--- config.mk ---
export PLATFORM = sky130hd
export DESIGN_NAME = move_and_literal_multiply_exec
export DESIGN_NICKNAME = d
export VERILOG_FILES = /design/src/design/exec_pkg.sv /design/src/design/lit_multiplier.sv /design/src/design/move_and_literal_multiply_exec.sv
export SDC_FILE = /design/constraint.sdc
export NUM_CORES = 1
export LEC_CHECK = 0
export ABC_AREA = 1
export BUFFER_PORTS_ARGS = -buffer_cell sky130_fd_sc_hd__buf_2
export CAP_MARGIN = 40
export CELL_PAD_IN_SITES_DETAIL_PLACEMENT = 1
export CELL_PAD_IN_SITES_GLOBAL_PLACEMENT = 1
export CORE_MARGIN = 2
export CORE_UTILIZATION = 39
export CTS_BUF_LIST = sky130_fd_sc_hd__clkbuf_8
export DETAILED_ROUTE_END_ITERATION = 8
export PLACE_DENSITY_LB_ADDON = 0.1
export REMOVE_ABC_BUFFERS = 1
export SYNTH_ARGS = -nofsm -noshare
export SYNTH_HDL_FRONTEND = slang
export SYNTH_SLANG_ARGS = --single-unit
export TNS_END_PERCENT = 1
--- constraint.sdc ---
create_clock -name clk -period 4.9 [get_ports clk]
set_input_delay 1.225 -clock clk [delete_from_list [all_inputs] [get_ports clk]]
set_output_delay 1.225 -clock clk [all_outputs]
set_load 0.02 [all_outputs]
--- src/design/exec_pkg.sv ---
// Package with opcode patterns, phase encoding and reset values for the execution block.
// Assumes a 16-bit instruction word and an 8-bit data path.
package exec_pkg;

  // Opcode patterns, matched on the upper bits of the instruction word.
  localparam logic [7:0] OPC_MUL_LIT = 8'hBC;
  localparam logic [7:0] OPC_MOV_W_F = 8'h01;
  localparam logic [2:0] OPC_MOV_P_F = 3'h2;

  // Field positions within the instruction word.
  localparam int PERIPH_ADDR_LSB = 8;
  localparam int PERIPH_ADDR_W = 5;

  // Reset values.
  localparam logic [7:0] WORKING_RESET = 8'h00;
  localparam logic [7:0] PROD_RESET = 8'h00;

  // Four phases of one instruction cycle.
  typedef enum logic [1:0] {
    PH_DECODE,
    PH_READ,
    PH_PROCESS,
    PH_WRITE
  } phase_t;

  // Operation selected by decode.
  typedef enum logic [1:0] {
    OP_NONE,
    OP_MUL_LIT,
    OP_MOV_W_F,
    OP_MOV_P_F
  } op_t;

endpackage

--- src/design/lit_multiplier.sv ---
// Unsigned 8 by 8 multiplier with a registered 16-bit result.
// Assumes synchronous operands held stable while load is high.
`timescale 1ns/1ps
module lit_multiplier #(
  parameter int W = 8
) (
  input wire logic clk,
  input wire logic rst,
  input wire logic ce,
  input wire logic load,
  input wire logic [W-1:0] a,
  input wire logic [W-1:0] b,
  output logic [2*W-1:0] product
);

  // Full-width product, never truncated or saturated.
  always_ff @(posedge clk) begin
    if (rst) begin
      product <= '0;
    end else if (ce && load) begin
      product <= a * b;
    end
  end

endmodule

--- src/design/move_and_literal_multiply_exec.sv ---
// Execution logic for the periph-to-file move, working-to-file move and literal multiply.
// Each accepted instruction walks decode, read, process and write phases, one clock each.
// Hold-value outputs keep their last result until the same kind of instruction runs again.
// Assumes an external register file answering reads combinationally in the same cycle.
// Assumes working_in stays stable from the take until the write phase has passed.
// Assumes instr and instr_valid are synchronous to clk and only looked at while idle.
// Assumes ce low freezes the whole block, so a stalled phase simply resumes later.
//
// Notes on behaviour
// - Opcode upper byte BC multiplies working register by the low-byte literal, unsigned.
// - The full 16-bit product is written to the product pair, never truncated.
// - Product high byte goes to high register, low byte to low register.
// - Literal multiply leaves working register and all status flags unchanged.
// - Opcode upper byte 01 copies working register to file register f.
// - Prefix 010 copies register at 5-bit address p into register at address f.
`timescale 1ns/1ps
module move_and_literal_multiply_exec #(
  parameter int DW = 8,
  parameter int AW = 8
) (
  input wire logic clk,
  input wire logic rst,
  input wire logic ce,
  input wire logic instr_valid,
  input wire logic [15:0] instr,
  input wire logic [DW-1:0] working_in,
  input wire logic [DW-1:0] rf_rdata,
  output logic [AW-1:0] rf_raddr,
  output logic rf_re,
  output logic [AW-1:0] rf_waddr,
  output logic [DW-1:0] rf_wdata,
  output logic rf_we,
  output logic [DW-1:0] product_high_byte,
  output logic [DW-1:0] product_low_byte,
  output logic prod_we,
  output logic status_we,
  output logic working_we,
  output logic busy,
  output logic done
);

  // Phase of the running instruction and its decoded operation.
  exec_pkg::phase_t phase_ff;
  exec_pkg::op_t op_ff;

  // Instruction word held for the whole cycle, since instr may change after the take.
  logic [15:0] instr_ff;

  // Source operand for the moves and the literal for the multiply.
  logic [DW-1:0] src_ff;
  logic [DW-1:0] lit_ff;

  // Registered product from the multiplier and its load strobe.
  logic [2*DW-1:0] product;
  logic mul_load;

  // Operation decoded from the offered word, used only at the take.
  exec_pkg::op_t nxt_op;

  // An instruction is accepted on an enabled edge in the idle decode phase.
  logic take;

  // Decode of the upper opcode bits.
  // The three-bit move prefix is tried last, as it is matched on the fewest bits.
  always_comb begin
    nxt_op = exec_pkg::OP_NONE;
    if (instr[15:8] == exec_pkg::OPC_MUL_LIT) begin
      nxt_op = exec_pkg::OP_MUL_LIT;
    end else if (instr[15:8] == exec_pkg::OPC_MOV_W_F) begin
      nxt_op = exec_pkg::OP_MOV_W_F;
    end else if (instr[15:13] == exec_pkg::OPC_MOV_P_F) begin
      nxt_op = exec_pkg::OP_MOV_P_F;
    end
  end

  // Phase sequencer: an accepted instruction walks all four phases.
  // ce low holds the phase, so an instruction stretched by a stall keeps its order.
  always_ff @(posedge clk) begin
    if (rst) begin
      phase_ff <= exec_pkg::PH_DECODE;
      busy <= 1'b0;
    end else if (ce) begin
      unique case (phase_ff)
        exec_pkg::PH_DECODE: begin
          if (busy || instr_valid) begin
            phase_ff <= exec_pkg::PH_READ;
            busy <= 1'b1;
          end
        end
        exec_pkg::PH_READ: phase_ff <= exec_pkg::PH_PROCESS;
        exec_pkg::PH_PROCESS: phase_ff <= exec_pkg::PH_WRITE;
        exec_pkg::PH_WRITE: begin
          phase_ff <= exec_pkg::PH_DECODE;
          busy <= 1'b0;
        end
      endcase
    end
  end

  // Take condition shared by the capture and read-strobe logic.
  assign take = ce && (phase_ff == exec_pkg::PH_DECODE) && !busy && instr_valid;

  // Capture the instruction and its operation in the decode phase.
  always_ff @(posedge clk) begin
    if (rst) begin
      instr_ff <= 16'h0000;
      op_ff <= exec_pkg::OP_NONE;
    end else if (take) begin
      instr_ff <= instr;
      op_ff <= nxt_op;
    end
  end

  // Read strobe and address: raised at the take so both stand during the read phase.
  always_ff @(posedge clk) begin
    if (rst) begin
      rf_re <= 1'b0;
      rf_raddr <= '0;
    end else if (ce) begin
      rf_re <= 1'b0;
      if (take && nxt_op == exec_pkg::OP_MOV_P_F) begin
        rf_re <= 1'b1;
        // The 5-bit peripheral address is zero-extended onto the read port.
        rf_raddr <= AW'(instr[exec_pkg::PERIPH_ADDR_LSB +: exec_pkg::PERIPH_ADDR_W]);
      end
    end
  end

  // Read phase: latch the source operand or the literal at its closing edge.
  // The register file answers combinationally, so rf_rdata is valid here.
  always_ff @(posedge clk) begin
    if (rst) begin
      src_ff <= exec_pkg::WORKING_RESET;
      lit_ff <= '0;
    end else if (ce && phase_ff == exec_pkg::PH_READ) begin
      unique case (op_ff)
        exec_pkg::OP_MOV_P_F: src_ff <= rf_rdata;
        exec_pkg::OP_MOV_W_F: src_ff <= working_in;
        exec_pkg::OP_MUL_LIT: lit_ff <= instr_ff[7:0];
        exec_pkg::OP_NONE: src_ff <= src_ff;
      endcase
    end
  end

  // Process phase starts the multiply.
  // The multiply is registered, so the product is ready for the write phase edge.
  assign mul_load = (phase_ff == exec_pkg::PH_PROCESS) && (op_ff == exec_pkg::OP_MUL_LIT);

  // Unsigned product of working register and literal, registered at the end of process.
  // Working register is read here, so the caller must hold it through the process phase.
  lit_multiplier #(.W(DW)) i_lit_multiplier (
    .clk(clk),
    .rst(rst),
    .ce(ce),
    .load(mul_load),
    .a(working_in),
    .b(lit_ff),
    .product(product)
  );

  // Product pair: both bytes load together from one product, in the write phase only.
  // A zero product is written like any other; no flag records it.
  always_ff @(posedge clk) begin
    if (rst) begin
      prod_we <= 1'b0;
      product_high_byte <= exec_pkg::PROD_RESET;
      product_low_byte <= exec_pkg::PROD_RESET;
    end else if (ce) begin
      prod_we <= 1'b0;
      if (phase_ff == exec_pkg::PH_WRITE && op_ff == exec_pkg::OP_MUL_LIT) begin
        product_high_byte <= product[2*DW-1:DW];
        product_low_byte <= product[DW-1:0];
        prod_we <= 1'b1;
      end
    end
  end

  // Register-file write for both moves; address f comes from the low opcode byte.
  // Unknown opcodes reach the write phase too but write nothing.
  always_ff @(posedge clk) begin
    if (rst) begin
      rf_we <= 1'b0;
      rf_waddr <= '0;
      rf_wdata <= '0;
    end else if (ce) begin
      rf_we <= 1'b0;
      if (phase_ff == exec_pkg::PH_WRITE) begin
        unique case (op_ff)
          exec_pkg::OP_MOV_W_F, exec_pkg::OP_MOV_P_F: begin
            rf_we <= 1'b1;
            rf_waddr <= AW'(instr_ff[7:0]);
            rf_wdata <= src_ff;
          end
          exec_pkg::OP_MUL_LIT, exec_pkg::OP_NONE: rf_we <= 1'b0;
        endcase
      end
    end
  end

  // Done pulses after every write phase, unknown opcodes included, so callers never hang.
  always_ff @(posedge clk) begin
    if (rst) begin
      done <= 1'b0;
    end else if (ce) begin
      done <= (phase_ff == exec_pkg::PH_WRITE);
    end
  end

  // None of these instructions write the working register or the flags.
  // The strobes exist so a core around this block can share write ports with other units.
  always_ff @(posedge clk) begin
    if (rst) begin
      status_we <= 1'b0;
      working_we <= 1'b0;
    end else if (ce) begin
      status_we <= 1'b0;
      working_we <= 1'b0;
    end
  end

endmodule

Word-level counts from Yosys, hierarchy flattened
Cells that the tools add are included.
{"block": "word_totals", "ff_bits": 86, "input_bits": 36, "out_inout_bits": 47}
{"block": "op_classes", "multipliers": 1, "eq_ne": 11, "mux": 12, "reduce_logical": 23}
{"operator": "multiplier 8 x 8 -> 16 bit", "count": 1}
{"operator": "case mux 8 bit (2 select lines)", "count": 1}
{"operator": "equality test 2 bit (second input constant)", "count": 5}
{"operator": "AND reduction 2 bit", "count": 5}
{"operator": "equality test 8 x 1 -> 1 bit (second input constant)", "count": 1}
{"operator": "equality test 8 bit (second input constant)", "count": 1}
{"operator": "logical AND 1 bit", "count": 8}
{"operator": "two-way mux 2 bit", "count": 4}
{"operator": "case mux 2 bit (4 select lines)", "count": 1}
{"operator": "AND reduction 3 bit", "count": 2}
{"operator": "equality test 2 x 1 -> 1 bit (second input constant)", "count": 2}
{"operator": "logical NOT 2 bit", "count": 2}
{"operator": "two-way mux 1 bit", "count": 4}
{"operator": "case mux 1 bit (2 select lines)", "count": 2}
{"operator": "nonzero test 2 bit", "count": 2}
{"operator": "OR reduction 2 bit", "count": 2}
{"operator": "equality test 3 x 2 -> 1 bit (second input constant)", "count": 1}
{"operator": "inequality test 2 bit (second input constant)", "count": 1}
{"operator": "logical NOT 1 bit", "count": 1}
{"operator": "logical OR 1 bit", "count": 1}

Depth between registers and ports, before layout
Gate-level depths: netlist of the first run.
{"block": "logic_depth", "word_depth": 7, "ltp_mapped": 22}

Cells and area by module
From an unflattened synthesis of the first run, not the netlist that was laid out.
{"block": "unflattened", "cells_unflattened": 804, "area_unflattened_um2": 5731.7}
{"module": "lit_multiplier", "n_inst": 1, "cells_per_inst": 451, "area_per_inst_um2": 2980.4, "seq_area_each_um2": 320.3}
{"module": "move_and_literal_multiply_exec", "n_inst": 1, "cells_per_inst": 353, "area_per_inst_um2": 2751.4, "seq_area_each_um2": 1401.3}

Worst setup path after synthesis of the first run
Ideal clock, no wire load.
{"block": "synth_path", "path_type": "input-to-reg", "startpoint": "input port working_in[2]", "endpoint": "register i_lit_multiplier.product[15]", "t_arrival_ns": 4.636, "required_ns": 4.791, "path_slack_ns": 0.155, "stages": 19, "n_path_buf": 1, "cell_sequence": "clkbuf_1 -> nand2_1 -> inv_1 -> fa_1 -> fa_1 -> fa_1 -> inv_1 -> fa_1 -> inv_1 -> ha_1 -> nand2_1 -> nor2_1 -> and2_1 -> nand2_1 -> nand3_1 -> nand2_1 -> nand3_1 -> nand2_1 -> inv_1"}
{"block": "synth_between", "elab_chain_cells": 1}
{"item": "start: declaration", "line": "move_and_literal_multiply_exec.sv:26", "source": "input wire logic [DW-1:0] working_in,"}
{"item": "multiplier 8 x 8 -> 16 bit", "line": "lit_multiplier.sv:21", "source": "product <= a * b;"}
{"item": "end signal: assignment", "line": "lit_multiplier.sv:21"}
{"item": "end: declaration", "line": "lit_multiplier.sv:13", "source": "output logic [2*W-1:0] product"}
Every way passes these cells.
A chain may end at the register's enable or synchronous reset.

Worst setup path after layout of the first run
{"block": "layout_path", "startpoint": "input port working_in[1]", "endpoint": "register i_lit_multiplier.product[15]"}
The elaborated chain is that of the path after synthesis.

==> metrics.md, run 1 <==
| Metric | Value |
|---|---|
| Slack of the critical path | `0.3901 ns` |
| Pre-Repair DR Iteration Count | `4` |
| Worst hold margin | `0.4442 ns` |
| Combinational fraction of design power | `0.113` |
| Max VDD drop | `0.1355 mV` |
| Drt wl/cell | `13.26 um` |
| Pre-CTS setup slack | `-0.01681 ns` |
| Total track usage | `0.1833` |
| Fmax | `221.7 MHz` |
| CTS root buf | `clkbuf_8` |
| Max Root-Sink Buffers | `2` |
| Final Cycle Share | `0.9204` |
| Initial Util | `0.3945` |
| DRC Markers | `0` |
| Worst Setup End Kind | `flop` |
| Ys async rst share | `0` |
| Fin nets | `943` |
| Initial antenna violation count | `0` |
| Antenna viol nets, final | `0` |
| Core Box Area | `14370 sq um` |
| Pwr dens | `225.7 nW/um^2` |
| Seq cells post-synth | `86` |
| Cells after Synth | `769` |
| Inst Count DP | `1004` |
| H-tree levels | `3` |
| Synth warn | `0` |
| DIE WIDTH | `124.6 um` |
| Max Cap Viol | `0` |
| Most frequent cell after synthesis | `inv_1` |
| Worst-skew pair later-pin latency | `0.39 ns` |
| TritonCTS clock tree | `built` |
| Post-CTS Hold Fix Bufs | `0` |
| Die ar. | `15510 sq um` |
| Final wirelength | `13530 um` |
| Hpwl dp | `10810 um` |
| Skew final | `0.01260 ns` |
| Row count | `44` |
| Max_slew headroom | `0.6388` |
| Share of cells above drive strength 1 | `0.1340` |
| Setup Viol. Count Final | `0` |
| P_sw | `422.5 uW` |
| Critical path arrival | `4.80 ns` |
| Io pins | `83` |
| WS Path Type | `primary input to flop` |
| Synth Flop Type | `dfxtp_1` |
| Die height | `124.6 um` |
| GP Congestion | `0.8285` |
| TritonCTS Buffers | `9` |
| Antenna Cells | `0` |
| P_leak | `3.549 nW` |
| Post-Layout Cell Count | `1020` |
| Worst Hold Class | `flop to flop` |
| First-pass GRT wire length | `23440 um` |
| Clk pin slew, worst setup/hold paths | `0.09 ns` |
| Area leader, netlist | `dfxtp_1` |
| Initial DRC Count | `161` |
| Vias in the first global route | `5048` |
| Post-CTS setup buffers | `0` |
| Commonest cells in the synthesized netlist | `inv_1, nand2_1, dfxtp_1` |
| Final Hold Fails | `0` |
| CTS resizes | `0` |
| Filler cell count | `1860` |
| Clock Sinks | `86` |
| Status | `finished, final reports clean` |
| DR vias/cell | `4.739` |
| Synth area leaders | `dfxtp_1, fa_1, inv_1` |
| Mapped Area | `5668 sq um` |
| Sequential fraction of the synthesis area | `0.3038` |
| Period minus WS final | `4.510 ns` |
| Pint | `1.017 mW` |
| Clock share of power | `0.377` |
| Port Buffer Count | `77` |
| Measured slew at the worst slew-check pin | `0.5411 ns` |
| Netlist cell types | `37` |
| Total power | `1.440 mW` |
| Req. time, crit path | `5.19 ns` |
| Routed via count | `4834` |
| EDFF count, synth | `0` |
| Area grow syn2layout | `12.56%` |
| Unrepaired setup endpoints after global routing | `false` |
| Switching Fraction | `0.2935` |
| Peak fanout along the critical path | `6` |
| Final Util | `0.4440` |
| Average cell area after synthesis | `7.371 sq um` |
| Sequential Power Share | `0.510` |
| Share of the synthesized area in the top cell type | `0.3038` |
| Largest net degree at the start of global routing | `43` |
| Fin. max-slew vios | `0` |
| Crit start category | `primary input` |
| GR Overflow Total | `0` |
==> metrics by stage <==
step	TNS, ns	cell area [sq um]
2_1_floorplan	0	5469
3_3_place_gp	0	6160
3_5_place_dp	-0.01681	6175
4_1_cts	0	6380
5_1_grt	0	6380
6_report	0	6380
==> placed cells by master (no fill, tap or decap), types with 8 or more instances in the layout <==
master / Yosys / layout
nand2_1: 135 / 135
buf_4: 6 / 10
dfxtp_1: 86 / 86
a21oi_1: 55 / 55
o21ai_0: 70 / 70
nor2_1: 58 / 58
nand3_1: 24 / 24
inv_1: 174 / 173
buf_2: 4 / 77
ha_1: 40 / 40
fa_1: 36 / 36
o21a_1: 8 / 8
clkbuf_8: 0 / 9
o22ai_1: 8 / 8
==> worst max-delay path: stages <==
cell and delay, ns:
buf_2 0.15, nand2_1 0.08, inv_1 0.06, fa_1 0.51
fa_1 0.52, fa_1 0.55, inv_1 0.06, fa_1 0.52
inv_1 0.04, ha_1 0.34, nand2_1 0.13, nor2_1 0.07
and2_1 0.15, nand2_1 0.07, nand3_1 0.09, nand2_1 0.08
nand3_1 0.07, nand2_1 0.07, inv_1 0.03
==> routing by layer <==
layer	track usage	vias up	share of wire
met5	0	-	0
met2	0.3147	66	0.49
met1	0.2343	2289	0.47
li1	-	2465	-
met3	0.03351	14	0.029
met4	0.05684	0	0.013
==> flip-flops by register name, indices dropped and copies added (netlist names), 2 cells and up <==
| register | cells |
|---|---|
| rf_raddr | 5 |
| op_ff | 2 |
| instr_ff | 8 |
| rf_wdata | 8 |
| product_low_byte | 8 |
| src_ff | 8 |
| product_high_byte | 8 |
| lit_ff | 8 |
| rf_waddr | 8 |
| phase_ff | 2 |
| i_lit_multiplier.product | 16 |
==> power by group through the flow <==
stage / registers, mW / clock network, mW / logic (mW)
final: 0.735 / 0.542 / 0.162
after global routing: 0.738 / 0.585 / 0.187
after floorplan: 0.750 / 0 / 0.0958
after detailed placement: 0.751 / 0 / 0.164
after global placement: 0.750 / 0 / 0.158
after CTS: 0.735 / 0.561 / 0.165
==> path summary, 6_finish.rpt <==
path,from,to,slack (ns),cells after the start
setup / recovery,working_in[1],i_lit_multiplier.product[15]$_SDFFE_PP0P_,0.39,19
hold reg to reg,rf_waddr[5]$_SDFFE_PP0P_,rf_waddr[5]$_SDFFE_PP0P_,0.44,2
setup reg to reg,lit_ff[6]$_SDFFE_PP0P_,i_lit_multiplier.product[15]$_SDFFE_PP0P_,0.83,18
hold / removal,rf_waddr[5]$_SDFFE_PP0P_,rf_waddr[5]$_SDFFE_PP0P_,0.44,2
==> kinds of logic (layout without fill, tap and decap cells) <==
family                     count (synthesis)  after routing  synth area share
AOI/OAI and AO/OA                        149            149            0.1393
xor gates and xnor gates                   5              5          0.007726
adders and majority gates                 76             76            0.2155
buffers and inverters                    217            280            0.1547
DFF                                       86             86            0.3038
other                                      1              5         0.0006616
and+or+nand+nor                          235            235            0.1784
==> cell type report <==
type	instances	area [sq um]	area share
Sequential cell	86	1722	0.2699
Timing Repair Buffer	88	475.5	0.07452
Clock buffer	9	123.9	0.01942
Inverter	176	663.1	0.1039
Multi-Input combinational cell	470	3084	0.4834
Tap cell	184	230.2	0.03609
Clock inverter	7	81.33	0.01275
(Power assumes the default switching activity.)
==> run 2, diff against run 1 <==
--- a/config.mk
+++ b/config.mk
@@ -16,6 +16,7 @@
 export DETAILED_ROUTE_END_ITERATION = 8
 export PLACE_DENSITY_LB_ADDON = 0.1
 export REMOVE_ABC_BUFFERS = 1
+export SLEW_MARGIN = 20
 export SYNTH_ARGS = -nofsm -noshare
 export SYNTH_HDL_FRONTEND = slang
 export SYNTH_SLANG_ARGS = --single-unit
==> constraint.sdc (replaced) <==
create_clock -name clk -period 4.9 [get_ports clk]
set_input_delay 0.735 -clock clk [delete_from_list [all_inputs] [get_ports clk]]
set_output_delay 0.735 -clock clk [all_outputs]
set_load 0.02 [all_outputs]
==> run 2 against run 1 <==
Critical endpoint unchanged. Fmax increased by 10%. Count of clock-buffer cells in the layout unchanged. Largest cell class unchanged. Clock power decreased by 6.8%. Combinational power about the same. First-iteration DRC count decreased by 12%. Utilization decreased by 0.37 points. Critical path depth decreased by 1. Global-route usage decreased by 0.18 points. Register-to-register slack got worse by 0.02 ns. Worst hold slack got worse by 0.0024 ns.
==> metrics.md, run 2 (same netlist as run 1, synthesis figures left out) <==
| Metric | Value |
|---|---|
| GR Overflow Total | `0 (unchanged)` |
| Slack of the critical path | `0.8093 ns (was 0.3901 ns)` |
| Measured slew at the worst slew-check pin | `0.5569 ns (was 0.5411 ns)` |
| Crit start category | `flop (was primary input)` |
| Antenna viol nets, final | `0 (unchanged)` |
| Max_slew headroom | `0.6282 (was 0.6388)` |
| Max Cap Viol | `0 (unchanged)` |
| Final wirelength | `13380 um (was 13530 um)` |
| Largest net degree at the start of global routing | `38 (was 43)` |
| Critical path, cell by cell | `nand2_1 > inv_1 > fa_1 > fa_1 > fa_1 > inv_1 > fa_1 > inv_1 > ha_1 > nand2_1 > nor2_1 > and2_1 > nand2_1 > nand3_1 > nand2_1 > nand3_1 > nand2_1 > inv_1 (was buf_2 > nand2_1 > inv_1 > fa_1 > fa_1 > fa_1 > inv_1 > fa_1 > inv_1 > ha_1 > nand2_1 > nor2_1 > and2_1 > nand2_1 > nand3_1 > nand2_1 > nand3_1 > nand2_1 > inv_1)` |
| Worst Hold Class | `flop to flop (unchanged)` |
| CTS resizes | `0 (unchanged)` |
| CP top delay family | `adder cells (unchanged)` |
| Pre-CTS setup slack | `0.4366 ns (was -0.01681 ns)` |
| Worst hold margin | `0.4418 ns (was 0.4442 ns)` |
| WS Path Type | `flop to flop (was primary input to flop)` |
| Worst Setup End Kind | `flop (unchanged)` |
| Post-CTS setup buffers | `0 (unchanged)` |
| Initial Util | `0.3945 (unchanged)` |
| Critical path arrival | `4.37 ns (was 4.80 ns)` |
| Sequential Power Share | `0.526 (was 0.510)` |
| Share of cells above drive strength 1 | `0.1232 (was 0.1340)` |
| Row count | `44 (unchanged)` |
| Initial DRC Count | `142 (was 161)` |
| Max Root-Sink Buffers | `2 (unchanged)` |
| Max incr delay on CP | `0.57 ns (was 0.55 ns)` |
| Post-Layout Cell Count | `1013 (was 1020)` |
| Area grow syn2layout | `11.63% (was 12.56%)` |
| Fin nets | `935 (was 943)` |
| Highest-count cells in the layout ignoring fill and taps | `inv_1, nand2_1, dfxtp_1 (unchanged)` |
| Status | `finished, final reports clean (unchanged)` |
| H-tree levels | `3 (unchanged)` |
| Period minus WS final | `4.091 ns (was 4.510 ns)` |
| Routed via count | `4796 (was 4834)` |
| Hpwl dp | `10620 um (was 10810 um)` |
| Most common cell after layout, fill and taps aside | `inv_1 (unchanged)` |
| TritonCTS clock tree | `built (unchanged)` |
| TritonCTS Buffers | `9 (unchanged)` |
| Clock share of power | `0.361 (was 0.377)` |
| Port Buffer Count | `77 (unchanged)` |
| Total track usage | `0.1816 (was 0.1833)` |
| Core Box Area | `14370 sq um (unchanged)` |
| Filler cell count | `1850 (was 1860)` |
| Vias in the first global route | `5048 (unchanged)` |
| Peak fanout along the critical path | `9 (was 6)` |
| Worst-skew pair later-pin latency | `0.37 ns (was 0.39 ns)` |
| Final Hold Fails | `0 (unchanged)` |
| P_sw | `393.3 uW (was 422.5 uW)` |
| Skew final | `0.01124 ns (was 0.01260 ns)` |
| Post-CTS Hold Fix Bufs | `0 (unchanged)` |
| Unrepaired setup endpoints after global routing | `false (unchanged)` |
| Fin. max-slew vios | `0 (unchanged)` |
| Die ar. | `15510 sq um (unchanged)` |
| CP most frequent cell | `nand2_1 (unchanged)` |
| Combinational fraction of design power | `0.113 (about the same)` |
| Req. time, crit path | `5.18 ns (was 5.19 ns)` |
| Inst Count DP | `996 (was 1004)` |
| Setup Viol. Count Final | `0 (unchanged)` |
| First-pass GRT wire length | `23460 um (was 23440 um)` |
| Final Cell Area | `6327 sq um (was 6380 sq um)` |
| Initial antenna violation count | `1 (was 0)` |
| Setup total negative slack | `0 ns (unchanged)` |
| Io pins | `83 (unchanged)` |
| Top reg by flops | `i_lit_multiplier.product (unchanged)` |
| DIE WIDTH | `124.6 um (unchanged)` |
| GP Congestion | `0.8279 (was 0.8285)` |
| Flip-flop count of the largest register after layout | `16 (unchanged)` |
| Pwr dens | `221.1 nW/um^2 (was 225.7 nW/um^2)` |
| Fmax | `244.5 MHz (was 221.7 MHz)` |
| Worst path slowest cell | `dfxtp_1 (was fa_1)` |
| Switching Fraction | `0.2811 (was 0.2935)` |
| Pre-Repair DR Iteration Count | `4 (unchanged)` |
| Die height | `124.6 um (unchanged)` |
| Buf/Inv on CP | `4 (was 5)` |
| DR vias/cell | `4.734 (was 4.739)` |
| CTS root buf | `clkbuf_8 (unchanged)` |
| Final Cycle Share | `0.8348 (was 0.9204)` |
| Pint | `1.006 mW (was 1.017 mW)` |
| Cell area after placement | `6135 sq um (was 6175 sq um)` |
| P_leak | `3.527 nW (was 3.549 nW)` |
| Drt wl/cell | `13.20 um (was 13.26 um)` |
| Max VDD drop | `0.1409 mV (was 0.1355 mV)` |
| Clk pin slew, worst setup/hold paths | `0.09 ns (about the same)` |
| Clock Sinks | `86 (unchanged)` |
| DRC Markers | `0 (unchanged)` |
[run 2: changes by cell type in the layout (fill, tap and decap cells not counted)]
| cell | before | now |
|---|---|---|
| inv_1 | 173 | 175 |
| clkinvlp_4 | 3 | 1 |
| buf_16 | 0 | 1 |
| diode_2 | 0 | 1 |
| inv_6 | 2 | 0 |
| clkinv_2 | 0 | 2 |
| buf_4 | 10 | 1 |
[run 2: power by group through the flow]
stage                     clock [mW]  sequential, mW  combinational (mW)
after floorplan                    0           0.750              0.0958
after global placement             0           0.751               0.152
after detailed placement           0           0.752               0.161
after CTS                      0.529           0.735               0.162
after global routing           0.558           0.739               0.184
final                          0.505           0.735               0.159
[run 2: area by class of cell]
class	instances	area, sq um	share of cell area
Antenna cell	1	2.502	0.0003955
Clock buffer	9	123.9	0.01958
Clock inverter	7	66.31	0.01048
Inverter	176	663.1	0.1048
Multi-Input combinational cell	470	3084	0.4874
Sequential cell	86	1722	0.2721
Tap cell	184	230.2	0.03639
Timing Repair Buffer	80	435.4	0.06882
[run 2: worst register-to-register path, cell delays in order (launching register included)]
cell and delay [ns]:
dfxtp_1 0.57, nand2_1 0.09, inv_1 0.09, fa_1 0.45, fa_1 0.53, fa_1 0.56
inv_1 0.06, fa_1 0.52, inv_1 0.04, ha_1 0.34, nand2_1 0.13, nor2_1 0.07
and2_1 0.15, nand2_1 0.07, nand3_1 0.08, nand2_1 0.08, nand3_1 0.07, nand2_1 0.07
inv_1 0.03
[run 2: worst paths after layout]
check	from	to	slack (ns)	cells after the start
setup reg to reg	lit_ff[6]$_SDFFE_PP0P_	i_lit_multiplier.product[15]$_SDFFE_PP0P_	0.81	18
setup / recovery	lit_ff[6]$_SDFFE_PP0P_	i_lit_multiplier.product[15]$_SDFFE_PP0P_	0.81	18
hold / removal	product_low_byte[4]$_SDFFE_PP0P_	product_low_byte[4]$_SDFFE_PP0P_	0.44	2
hold reg to reg	product_low_byte[4]$_SDFFE_PP0P_	product_low_byte[4]$_SDFFE_PP0P_	0.44	2
[run 2: per-layer routing]
| metal | vias to the layer above | wire length, um | global-route usage |
|---|---|---|---|
| met1 | 2250 | 6386 | 0.2327 |
| met2 | 74 | 6326 | 0.3131 |
| met5 | - | 0 | 0 |
| met4 | 0 | 227 | 0.06147 |
| met3 | 17 | 436 | 0.02706 |
| li1 | 2455 | - | - |
[run 2: per-stage QoR]
step | power (mW) | utilization
floorplan | 0.8459 | -
global placement | 0.9028 | 0.4240
detailed placement | 0.9126 | 0.4269
CTS | 1.427 | 0.4402
global route | 1.481 | 0.4402
finish | 1.399 | 0.4404
